--- config.mk ---
export PLATFORM = sky130hd
export DESIGN_NAME = io_interrupt_indicator_unit
export DESIGN_NICKNAME = d
export VERILOG_FILES = /design/src/logic/io_ind_pkg.sv /design/src/logic/io_interrupt_indicator_unit.sv /design/src/logic/flag_store.sv
export VERILOG_INCLUDE_DIRS = /design/src /design/src/logic
export SDC_FILE = /design/constraint.sdc
export NUM_CORES = 1
export LEC_CHECK = 0
export BUFFER_PORTS_ARGS = -buffer_cell sky130_fd_sc_hd__buf_2
export CAP_MARGIN = 0
export CORE_MARGIN = 2
export CORE_UTILIZATION = 30
export CTS_BUF_LIST = sky130_fd_sc_hd__clkbuf_16
export CTS_CLUSTER_DIAMETER = 60
export DETAILED_ROUTE_END_ITERATION = 12
export GPL_TIMING_DRIVEN = 0
export PLACE_DENSITY = 0.58
export SETUP_SLACK_MARGIN = 0.1
export SLEW_MARGIN = 10
export SYNTH_ARGS = -nofsm -noshare
export SYNTH_HDL_FRONTEND = slang
export SYNTH_SLANG_ARGS = --single-unit
--- constraint.sdc ---
create_clock -name mclk -period 2.8 [get_ports mclk]
set_clock_uncertainty 0.15 [all_clocks]
set_input_delay 0.14 -clock mclk [delete_from_list [all_inputs] [get_ports mclk]]
set_output_delay 0.14 -clock mclk [all_outputs]
set_load 0.005 [all_outputs]
--- src/logic/io_ind_params.svh ---
/*
 Constants for the input-output interrupt indicator unit.
 Assumes inclusion by bare name from logic files.
*/
`ifndef IO_IND_PARAMS_SVH
`define IO_IND_PARAMS_SVH
// Operation codes are octal: 64, 65, 62, 61 fit the 6-bit field
`define OP_TEST 6'h34
`define OP_CLEAR 6'h35
`define OP_BLOCK 6'h32
`define OP_PERMIT 6'h31
`define OP_CYCLES 2'h2
`define BIT_IND 25
`define BIT_IDX_HI 24
`define BIT_IDX_LO 21
`define BIT_OP_HI 20
`define BIT_OP_LO 15
`define BIT_CH_HI 14
`define BIT_CH_LO 11
`define BIT_MK_HI 10
`define BIT_MK_LO 1
`define CH_FIRST 4'h3
`define NUM_CH 16
`define NUM_FLAGS 7
`define ENTRY_LOC 15'h0020
`define CC_W 15
`define CC_ONE 15'h0001
`define CC_TWO 15'h0002
`endif

--- src/logic/io_ind_pkg.sv ---
/*
 Types for the input-output interrupt indicator unit.
 Assumes the params header sits beside it.
*/
`include "io_ind_params.svh"
package io_ind_pkg;
  typedef logic [`NUM_FLAGS-1:0] flags_t;
  typedef struct packed {
    logic valid;
    logic [25:0] word;
    logic [`CC_W-1:0] counter;
  } instr_t;
  typedef struct packed {
    logic valid;
    logic [3:0] channel;
    flags_t flags;
  } set_req_t;
  typedef struct packed {
    logic done;
    logic [`CC_W-1:0] next_counter;
  } result_t;
  typedef enum logic [2:0] {
    ST_IDLE, ST_INDIRECT, ST_EXEC, ST_FINISH, ST_IRQ
  } state_t;
endpackage

--- src/logic/io_interrupt_indicator_unit.sv ---
/*
 Input-output indicator unit: test, clear, block and permit instructions,
 interrupt request toward the sequencer.
 Assumes the sequencer holds instr until done, and supplies indirect words.
*/
`include "io_ind_params.svh"
`timescale 1ns/1ps
`default_nettype none
module io_interrupt_indicator_unit (
  input wire logic mclk,
  input wire logic rst,
  input wire io_ind_pkg::instr_t instr,
  input wire io_ind_pkg::set_req_t set_req,
  output logic ind_req,
  input wire logic [25:0] ind_word,
  input wire logic ind_valid,
  input wire logic instr_end,
  output io_ind_pkg::result_t result,
  output logic busy,
  output logic irq_take,
  output logic save_counter,
  output logic [`CC_W-1:0] jump_addr,
  output logic interrupt_mode,
  output logic inhibit_flag,
  output logic suspended
);
  import io_ind_pkg::*;

  state_t state_q;
  logic [25:0] word_q;
  logic [`CC_W-1:0] cc_q;
  logic [1:0] cyc_q;
  logic [5:0] op;
  logic [3:0] ch;
  flags_t mask;
  flags_t rd_flags;
  logic any_set;
  logic clr_en;
  logic hold_q;
  logic hold_pend_q;
  logic known_op;

  function automatic logic [5:0] opcode_of(input logic [25:0] w);
    opcode_of = w[`BIT_OP_HI:`BIT_OP_LO];
  endfunction

  function automatic logic [3:0] channel_of(input logic [25:0] w);
    channel_of = w[`BIT_CH_HI:`BIT_CH_LO];
  endfunction

  assign op = opcode_of(word_q);
  assign ch = channel_of(word_q);
  // Positions 8..10 ignored
  assign mask = word_q[`BIT_MK_LO+`NUM_FLAGS-1:`BIT_MK_LO];
  assign clr_en = (state_q == ST_EXEC) && op == `OP_CLEAR;
  assign known_op = opcode_of(instr.word) == `OP_TEST ||
                    opcode_of(instr.word) == `OP_CLEAR ||
                    opcode_of(instr.word) == `OP_BLOCK ||
                    opcode_of(instr.word) == `OP_PERMIT;

  flag_store u_store (
    .mclk(mclk),
    .rst(rst),
    .rd_ch(ch),
    .rd_flags(rd_flags),
    .set_en(set_req.valid),
    .set_ch(set_req.channel),
    .set_flags(set_req.flags),
    .clr_en(clr_en),
    .clr_ch(ch),
    .clr_flags(mask),
    .any_set(any_set)
  );

  // Instruction sequencing
  always_ff @(posedge mclk) begin
    if (rst) begin
      state_q <= ST_IDLE;
      word_q <= '0;
      cc_q <= '0;
      cyc_q <= '0;
    end else begin
      unique case (state_q)
        ST_IDLE: begin
          if (instr.valid && known_op) begin
            word_q <= instr.word;
            cc_q <= instr.counter;
            cyc_q <= '0;
            if (instr.word[`BIT_IND] &&
                (opcode_of(instr.word) == `OP_TEST ||
                 opcode_of(instr.word) == `OP_CLEAR)) begin
              state_q <= ST_INDIRECT;
            end else begin
              state_q <= ST_EXEC;
            end
          end else if (irq_take) begin
            state_q <= ST_IRQ;
          end
        end
        ST_INDIRECT: begin
          if (ind_valid) begin
            word_q[`BIT_CH_HI:`BIT_MK_LO] <=
              ind_word[`BIT_CH_HI:`BIT_MK_LO];
            word_q[`BIT_IND] <= ind_word[`BIT_IND];
            state_q <= ind_word[`BIT_IND] ? ST_INDIRECT : ST_EXEC;
          end
        end
        ST_EXEC: begin
          cyc_q <= cyc_q + 2'd1;
          if (cyc_q + 2'd1 >= `OP_CYCLES - 2'd1) begin
            state_q <= ST_FINISH;
          end
        end
        ST_FINISH: state_q <= ST_IDLE;
        ST_IRQ: state_q <= ST_IDLE;
      endcase
    end
  end

  // Result and counter advance; test reads flags only
  always_ff @(posedge mclk) begin
    if (rst) begin
      result <= '0;
    end else begin
      result.done <= state_q == ST_FINISH;
      if (state_q == ST_FINISH) begin
        if (op == `OP_TEST && (rd_flags & mask) == '0) begin
          result.next_counter <= cc_q + `CC_TWO;
        end else begin
          result.next_counter <= cc_q + `CC_ONE;
        end
      end
    end
  end

  always_ff @(posedge mclk) begin
    if (rst) begin
      busy <= 1'b0;
    end else begin
      busy <= state_q != ST_IDLE;
    end
  end

  // Inhibit flag
  always_ff @(posedge mclk) begin
    if (rst) begin
      inhibit_flag <= 1'b0;
    end else if (state_q == ST_FINISH && op == `OP_BLOCK) begin
      inhibit_flag <= 1'b1;
    end else if (state_q == ST_FINISH && op == `OP_PERMIT) begin
      inhibit_flag <= 1'b0;
    end
  end

  // Hold after clear until next instruction ends
  always_ff @(posedge mclk) begin
    if (rst) begin
      hold_pend_q <= 1'b0;
      hold_q <= 1'b0;
    end else if (clr_en) begin
      hold_pend_q <= 1'b1;
      hold_q <= 1'b1;
    end else if (hold_pend_q && instr_end) begin
      hold_pend_q <= 1'b0;
    end else if (!hold_pend_q && instr_end) begin
      hold_q <= 1'b0;
    end
  end

  // Interrupt mode and suspension
  always_ff @(posedge mclk) begin
    if (rst) begin
      interrupt_mode <= 1'b0;
    end else if (clr_en) begin
      interrupt_mode <= 1'b0;
    end else if (irq_take) begin
      interrupt_mode <= 1'b1;
    end
  end

  always_ff @(posedge mclk) begin
    if (rst) begin
      suspended <= 1'b0;
    end else begin
      suspended <= interrupt_mode && any_set;
    end
  end

  // Pending flags interrupt once permitted
  always_ff @(posedge mclk) begin
    if (rst) begin
      irq_take <= 1'b0;
      save_counter <= 1'b0;
      jump_addr <= '0;
    end else begin
      irq_take <= any_set && !inhibit_flag && !hold_q && !interrupt_mode &&
                  state_q == ST_IDLE && !irq_take;
      save_counter <= irq_take && !inhibit_flag;
      jump_addr <= `ENTRY_LOC;
    end
  end

  assign ind_req = state_q == ST_INDIRECT;
endmodule
`default_nettype wire

--- src/logic/flag_store.sv ---
/*
 Per-channel indicator memory with registered read data.
 Assumes one clock and synchronous active-high reset.
*/
`include "io_ind_params.svh"
`timescale 1ns/1ps
`default_nettype none
module flag_store (
  input wire logic mclk,
  input wire logic rst,
  input wire logic [3:0] rd_ch,
  output logic [`NUM_FLAGS-1:0] rd_flags,
  input wire logic set_en,
  input wire logic [3:0] set_ch,
  input wire logic [`NUM_FLAGS-1:0] set_flags,
  input wire logic clr_en,
  input wire logic [3:0] clr_ch,
  input wire logic [`NUM_FLAGS-1:0] clr_flags,
  output logic any_set
);
  logic [`NUM_FLAGS-1:0] mem_q [`NUM_CH];
  logic any_d;

  // Set wins over clear; only addressed channel changes
  always_ff @(posedge mclk) begin
    for (int i = 0; i < `NUM_CH; i++) begin
      if (rst) begin
        mem_q[i] <= '0;
      end else begin
        if (clr_en && clr_ch == 4'(i)) begin
          mem_q[i] <= mem_q[i] & ~clr_flags;
        end
        if (set_en && set_ch == 4'(i) && set_ch >= `CH_FIRST) begin
          mem_q[i] <= (clr_en && clr_ch == 4'(i)) ?
            ((mem_q[i] & ~clr_flags) | set_flags) : (mem_q[i] | set_flags);
        end
      end
    end
  end

  always_ff @(posedge mclk) begin
    if (rst) begin
      rd_flags <= '0;
    end else begin
      rd_flags <= mem_q[rd_ch];
    end
  end

  always_comb begin
    any_d = 1'b0;
    for (int i = 0; i < `NUM_CH; i++) begin
      any_d = any_d | (|mem_q[i]);
    end
  end

  always_ff @(posedge mclk) begin
    if (rst) begin
      any_set <= 1'b0;
    end else begin
      any_set <= any_d;
    end
  end
endmodule
`default_nettype wire

== Word-level counts from Yosys, hierarchy flattened ==
Memory sizes are Yosys's and may differ from the RTL's. A register that Yosys moved wholly into a read port is not among the register bits.
Index checks and enable logic that the tools add are counted.
Word-level totals
  register bits after elaboration: 81
  bits in writable memories: 112
  input bits: 84
  output and inout port bits: 38
  logic and storage cells: 438
  memories kept: 1
Memories
  u_store.mem_q: words 16, bits a word 7, rd ports 17, clocked after Yosys merged registers in 1, write ports 16, line flag_store.sv:21  | logic [`NUM_FLAGS-1:0] mem_q [`NUM_CH];
Operators by class
  $add $sub $neg: 3
  $lt $le $gt $ge: 2
  equality and inequality tests: 47
  multiplexer cells: 167
  bitwise gates (word level): 97
  reduce and logical (&&, ||, !) cells: 104
Operators with widths (number)
  $mux 7: 48
  $or 7x7->7: 32
  $and 7x7->7: 17
  $reduce_or 7->1: 16
  $mux 1: 105
  $eq 4x4->1 const B: 16
  $logic_and 1x1->1: 63
  $eq 6x6->1 const B: 8
  $or 1x1->1: 47
  $eq 4x3->1 const B: 8
  $mux 15: 2
  $pmux 14 s2: 1
  $eq 4x2->1 const B: 4
  $add 15x1->15 const B: 1
  $add 15x2->15 const B: 1
  $mux 14: 1
  $mux 3: 4
  $pmux 3 s4: 1
  $reduce_bool 2->1: 5
  $eq 4x1->1 const B: 2
  $logic_not 4->1: 2
  $logic_not 7->1: 1
  $not 7->7: 1
  $eq 3x2->1 const B: 2
  other kinds (18): 32

== Depth between registers and ports, before layout ==
An unclocked memory read counts as a cell.
  word-level depth: 17
  gate-level depth with buffers: 8
  gate-level depth less buffers: 5

== Hierarchy ==
From an unflattened synthesis, not the netlist that was laid out.
Unflattened totals
  cells, all modules: 908
  area, all modules: 9988.3 sq um
Modules (own cells, without submodules)
  flag_store: instances 1, cells each 551, area an instance 6930.4 sq um, seq. area each 3523.4 sq um
  io_interrupt_indicator_unit: instances 1, cells each 357, area an instance 3057.9 sq um, seq. area each 1241.2 sq um

== Least setup slack after synthesis ==
No wires, ideal clock.
  path kind: register -> register
  start: register word_q[13]
  end: memory u_store.mem_q[4][0] (netlist name) (enable)
  arrival: 2140 ps
  data required time: 2269 ps
  path slack: 130 ps
  cell stages (with the launch flop): 7
  path buffers: 3
  path through: dfxtp_1 clkbuf_1 inv_2 or3_1 clkbuf_1 clkbuf_1 o21ai_0
RTL lines
  start, declared: line io_interrupt_indicator_unit.sv:30  | logic [25:0] word_q;
  start signal, assigned: line io_interrupt_indicator_unit.sv:86  | word_q <= instr.word;
  start signal, assigned by index: line io_interrupt_indicator_unit.sv:102  | word_q[`BIT_CH_HI:`BIT_MK_LO] <=
  start signal, assigned by index: line io_interrupt_indicator_unit.sv:104  | word_q[`BIT_IND] <= ind_word[`BIT_IND];
  end, declared: line flag_store.sv:21

==> impl_metrics.json <==
{
  "die_y_um": 190,
  "grt_pass1_wl_um": 57500,
  "clock_sinks": 182,
  "finalHoldViolCount": 0,
  "grt-ovfl-total": 0,
  "drive_gt1_share_pct": 23.5,
  "synth_top_area_cell": "edfxtp_1",
  "period_share_pct": 95.8,
  "period_needed_ns": 2.68,
  "place_inst": 1469,
  "criticalPathCategory": "reg -> reg",
  "cts_tree": "done",
  "maxCapViolCount": 0,
  "crit_required_ns": 3.00,
  "grt_usage_pct": 21.5,
  "area_growth_pct": 23.0,
  "syn_inst": 918,
  "crit_fanout": 10,
  "die-area_sq_um": 36000,
  "rsz0062_at_grt": "true",
  "vias": 9424,
  "slew_headroom_pct": 30.1,
  "grt_pass1_vias": 8881,
  "post-dp-hpwl_um": 28100,
  "p_sw_mw": 1.76,
  "layoutNonFillerInstCount": 1551,
  "p_total_mw": 6.14,
  "peakVddDrop_mv": 0.405,
  "route.detailed.drc": 0,
  "switching_share_pct": 28.6,
  "nets": 1170,
  "port_buffers": 83,
  "cts_root_buffer": "clkbuf_16",
  "drt_first_iter_violations": 1273,
  "total_leakage_power_nw": 4.31,
  "antenna_found_initial": 0,
  "synthTopCellsByArea": "edfxtp_1, dfxtp_1, a32o_1",
  "wirelength_um": 39000,
  "num-fill-cells": 3363,
  "ys_ff_latch": 182,
  "yosysWarnings": 0,
  "fin_setup_tns_ns": 0,
  "powerDensity_nw_per_um2": 483,
  "arrival_ns": 2.88,
  "synth-main-ff-cell": "edfxtp_1",
  "min-delay-path-class": "in -> reg",
  "drtAntennaViolNets": 0,
  "status": "complete, no violations",
  "final_common_cell": "edfxtp_1",
  "start_util_pct": 30.2,
  "numCtsBuffers": 17,
  "crit_path_end_kind": "register",
  "yosysSeqAreaShare_pct": 46.0,
  "synth_top_area_share_pct": 32.5,
  "layout_common_cells": "edfxtp_1, buf_2, o31ai_1",
  "crit_path_start_kind": "register",
  "row_count": 68,
  "preCtsSetupSlack_ns": -0.699,
  "wire_per_inst_um": 25.1,
  "h-tree-depth": 4,
  "clk_path_buf_depth": 2,
  "clk_transition_reported_paths_ns": 0.09,
  "p_clk_share_pct": 41.0,
  "setup_viol": 0,
  "coreArea_sq_um": 34300,
  "power_frac_comb_pct": 9.6,
  "post_synth.cell_area_avg_sq_um": 11.3,
  "viasPerCell": 6.08,
  "worst-slew-pin-transition_ns": 1.05,
  "dr.pass1.iters": 5,
  "ioPinCount": 122,
  "gp_congestion": 1.00,
  "yosysUniqueCellTypes": 63,
  "synth-edff-count": 112,
  "diodes": 0,
  "setup_slack_ns": 0.117,
  "p_int_mw": 4.38,
  "slew_viol_final": 0,
  "async_flop_share_pct": 0,
  "synth_area_sq_um": 10300,
  "grt_max_degree": 21,
  "seqPwrFrac_pct": 49.5,
  "fmax_mhz": 373,
  "fp.dieW_um": 190,
  "clock_latency_ns": 0.47
}
==> critical path: stages, from the launching register on <==
cell and delay [ns]:
dfxtp_1 0.55, clkbuf_2 0.37, buf_2 0.38, mux4_2 0.41
mux4_2 0.52, and2_1 0.18
==> cell families (layout without fill, tap and decap cells) <==
family          after synthesis  in the layout  share of synthesized area, %
compound gates              283            283                          23.4
simple gates                273            273                          15.6
fa+ha+maj                     4              4                         0.459
buf+inv                     121            286                          5.10
xor+xnor                      1              1                        0.0846
mux                          53             53                          9.36
flops                       182            182                          46.0
other cells                   1             14                        0.0362
==> per-layer routing <==
| layer | part of all wire (%) | GRT usage, % | vias up |
|---|---|---|---|
| met2 | 45 | 33.0 | 534 |
| met3 | 10 | 4.17 | 102 |
| li1 | - | - | 4092 |
| met5 | 0 | 0 | - |
| met4 | 4.4 | 10.2 | 0 |
| met1 | 40 | 29.3 | 4696 |
==> cell usage after synthesis, drive strengths merged (3+ instances only) <==
library cell	count
nand4	11
nand2	24
a221o	7
edfxtp	112
a311oi	8
or3	12
o41ai	4
and3	9
nor3b	25
clkbuf	79
or4	10
and2	11
mux2i	18
a32o	84
mux4	35
nand2b	9
dfxtp	70
nor4	33
buf	34
a211oi	13
nor2	77
ha	3
nand3	20
and4	3
inv	8
nor3	15
a21o	5
o31ai	98
a22oi	14
o21ai	24
a21oi	14
==> layout make-up <==
type	count	area, sq um	area share (%)
timing repair buffer	138	966	7.59
clock inverter	15	171	1.35
tap	455	569	4.47
sequential	182	4760	37.4
multi-input combinational	628	5290	41.5
inverter	8	30.0	0.236
buffer	108	520	4.09
clock buffer	17	425	3.34
==> power by group through the flow <==
| stage | Combinational, mW | Clock (mW) | Sequential (mW) |
|---|---|---|---|
| global placement | 0.502 | 0 | 3.09 |
| CTS | 0.572 | 2.53 | 3.02 |
| floorplan | 0.299 | 0 | 3.03 |
| global route | 0.617 | 2.63 | 3.04 |
| finish | 0.587 | 2.52 | 3.04 |
| detailed placement | 0.505 | 0 | 3.09 |
==> worst paths after layout <==
| check | start | endpoint | slack (ns) | cells past startpoint |
|---|---|---|---|---|
| setup / recovery | word_q[12]$_SDFFE_PP0P_ | u_store.rd_flags[2]$_SDFF_PP0_ | 0.12 | 5 |
| hold / removal | ind_word[14] | word_q[14]$_SDFFE_PP0P_ | 0.03 | 3 |
| setup reg to reg | word_q[12]$_SDFFE_PP0P_ | u_store.rd_flags[2]$_SDFF_PP0_ | 0.12 | 5 |
| hold reg to reg | word_q[20]$_SDFFE_PP0P_ | word_q[20]$_SDFFE_PP0P_ | 0.30 | 2 |
==> sequential cells by signal, indices dropped and copies added, names as in the netlist <==
register and count:
inhibit_flag 1, jump_addr 1, cc_q 15, result 16, save_counter 1, word_q 17
u_store.any_set 1, cyc_q 2, u_store.mem_q 112, suspended 1, hold_pend_q 1, interrupt_mode 1
busy 1, state_q 3, irq_take 1, u_store.rd_flags 7, hold_q 1
==> what timing repair did <==
action                                 4_1_cts  5_1_grt
setup endpoints to repair                  200      133
pin swaps                                    1        5
buffers inserted                             0        5
resized for setup                           54       27
endpoints found under the hold margin       55        0
hold buffers                                50        0
==> through the flow <==
step / utilization (%) / area (sq um) / hold slack (ns)
6_report: 37.1 / 12700 / 0.0303
5_1_grt: 37.1 / 12700 / 0.0630
3_3_place_gp: 33.2 / 11400 / 0.222
3_5_place_dp: 33.2 / 11400 / 0.228
4_1_cts: 36.8 / 12600 / 0.0175
2_1_floorplan: - / 10400 / 0.134
No activity file was read; power rests on OpenSTA's default activity.
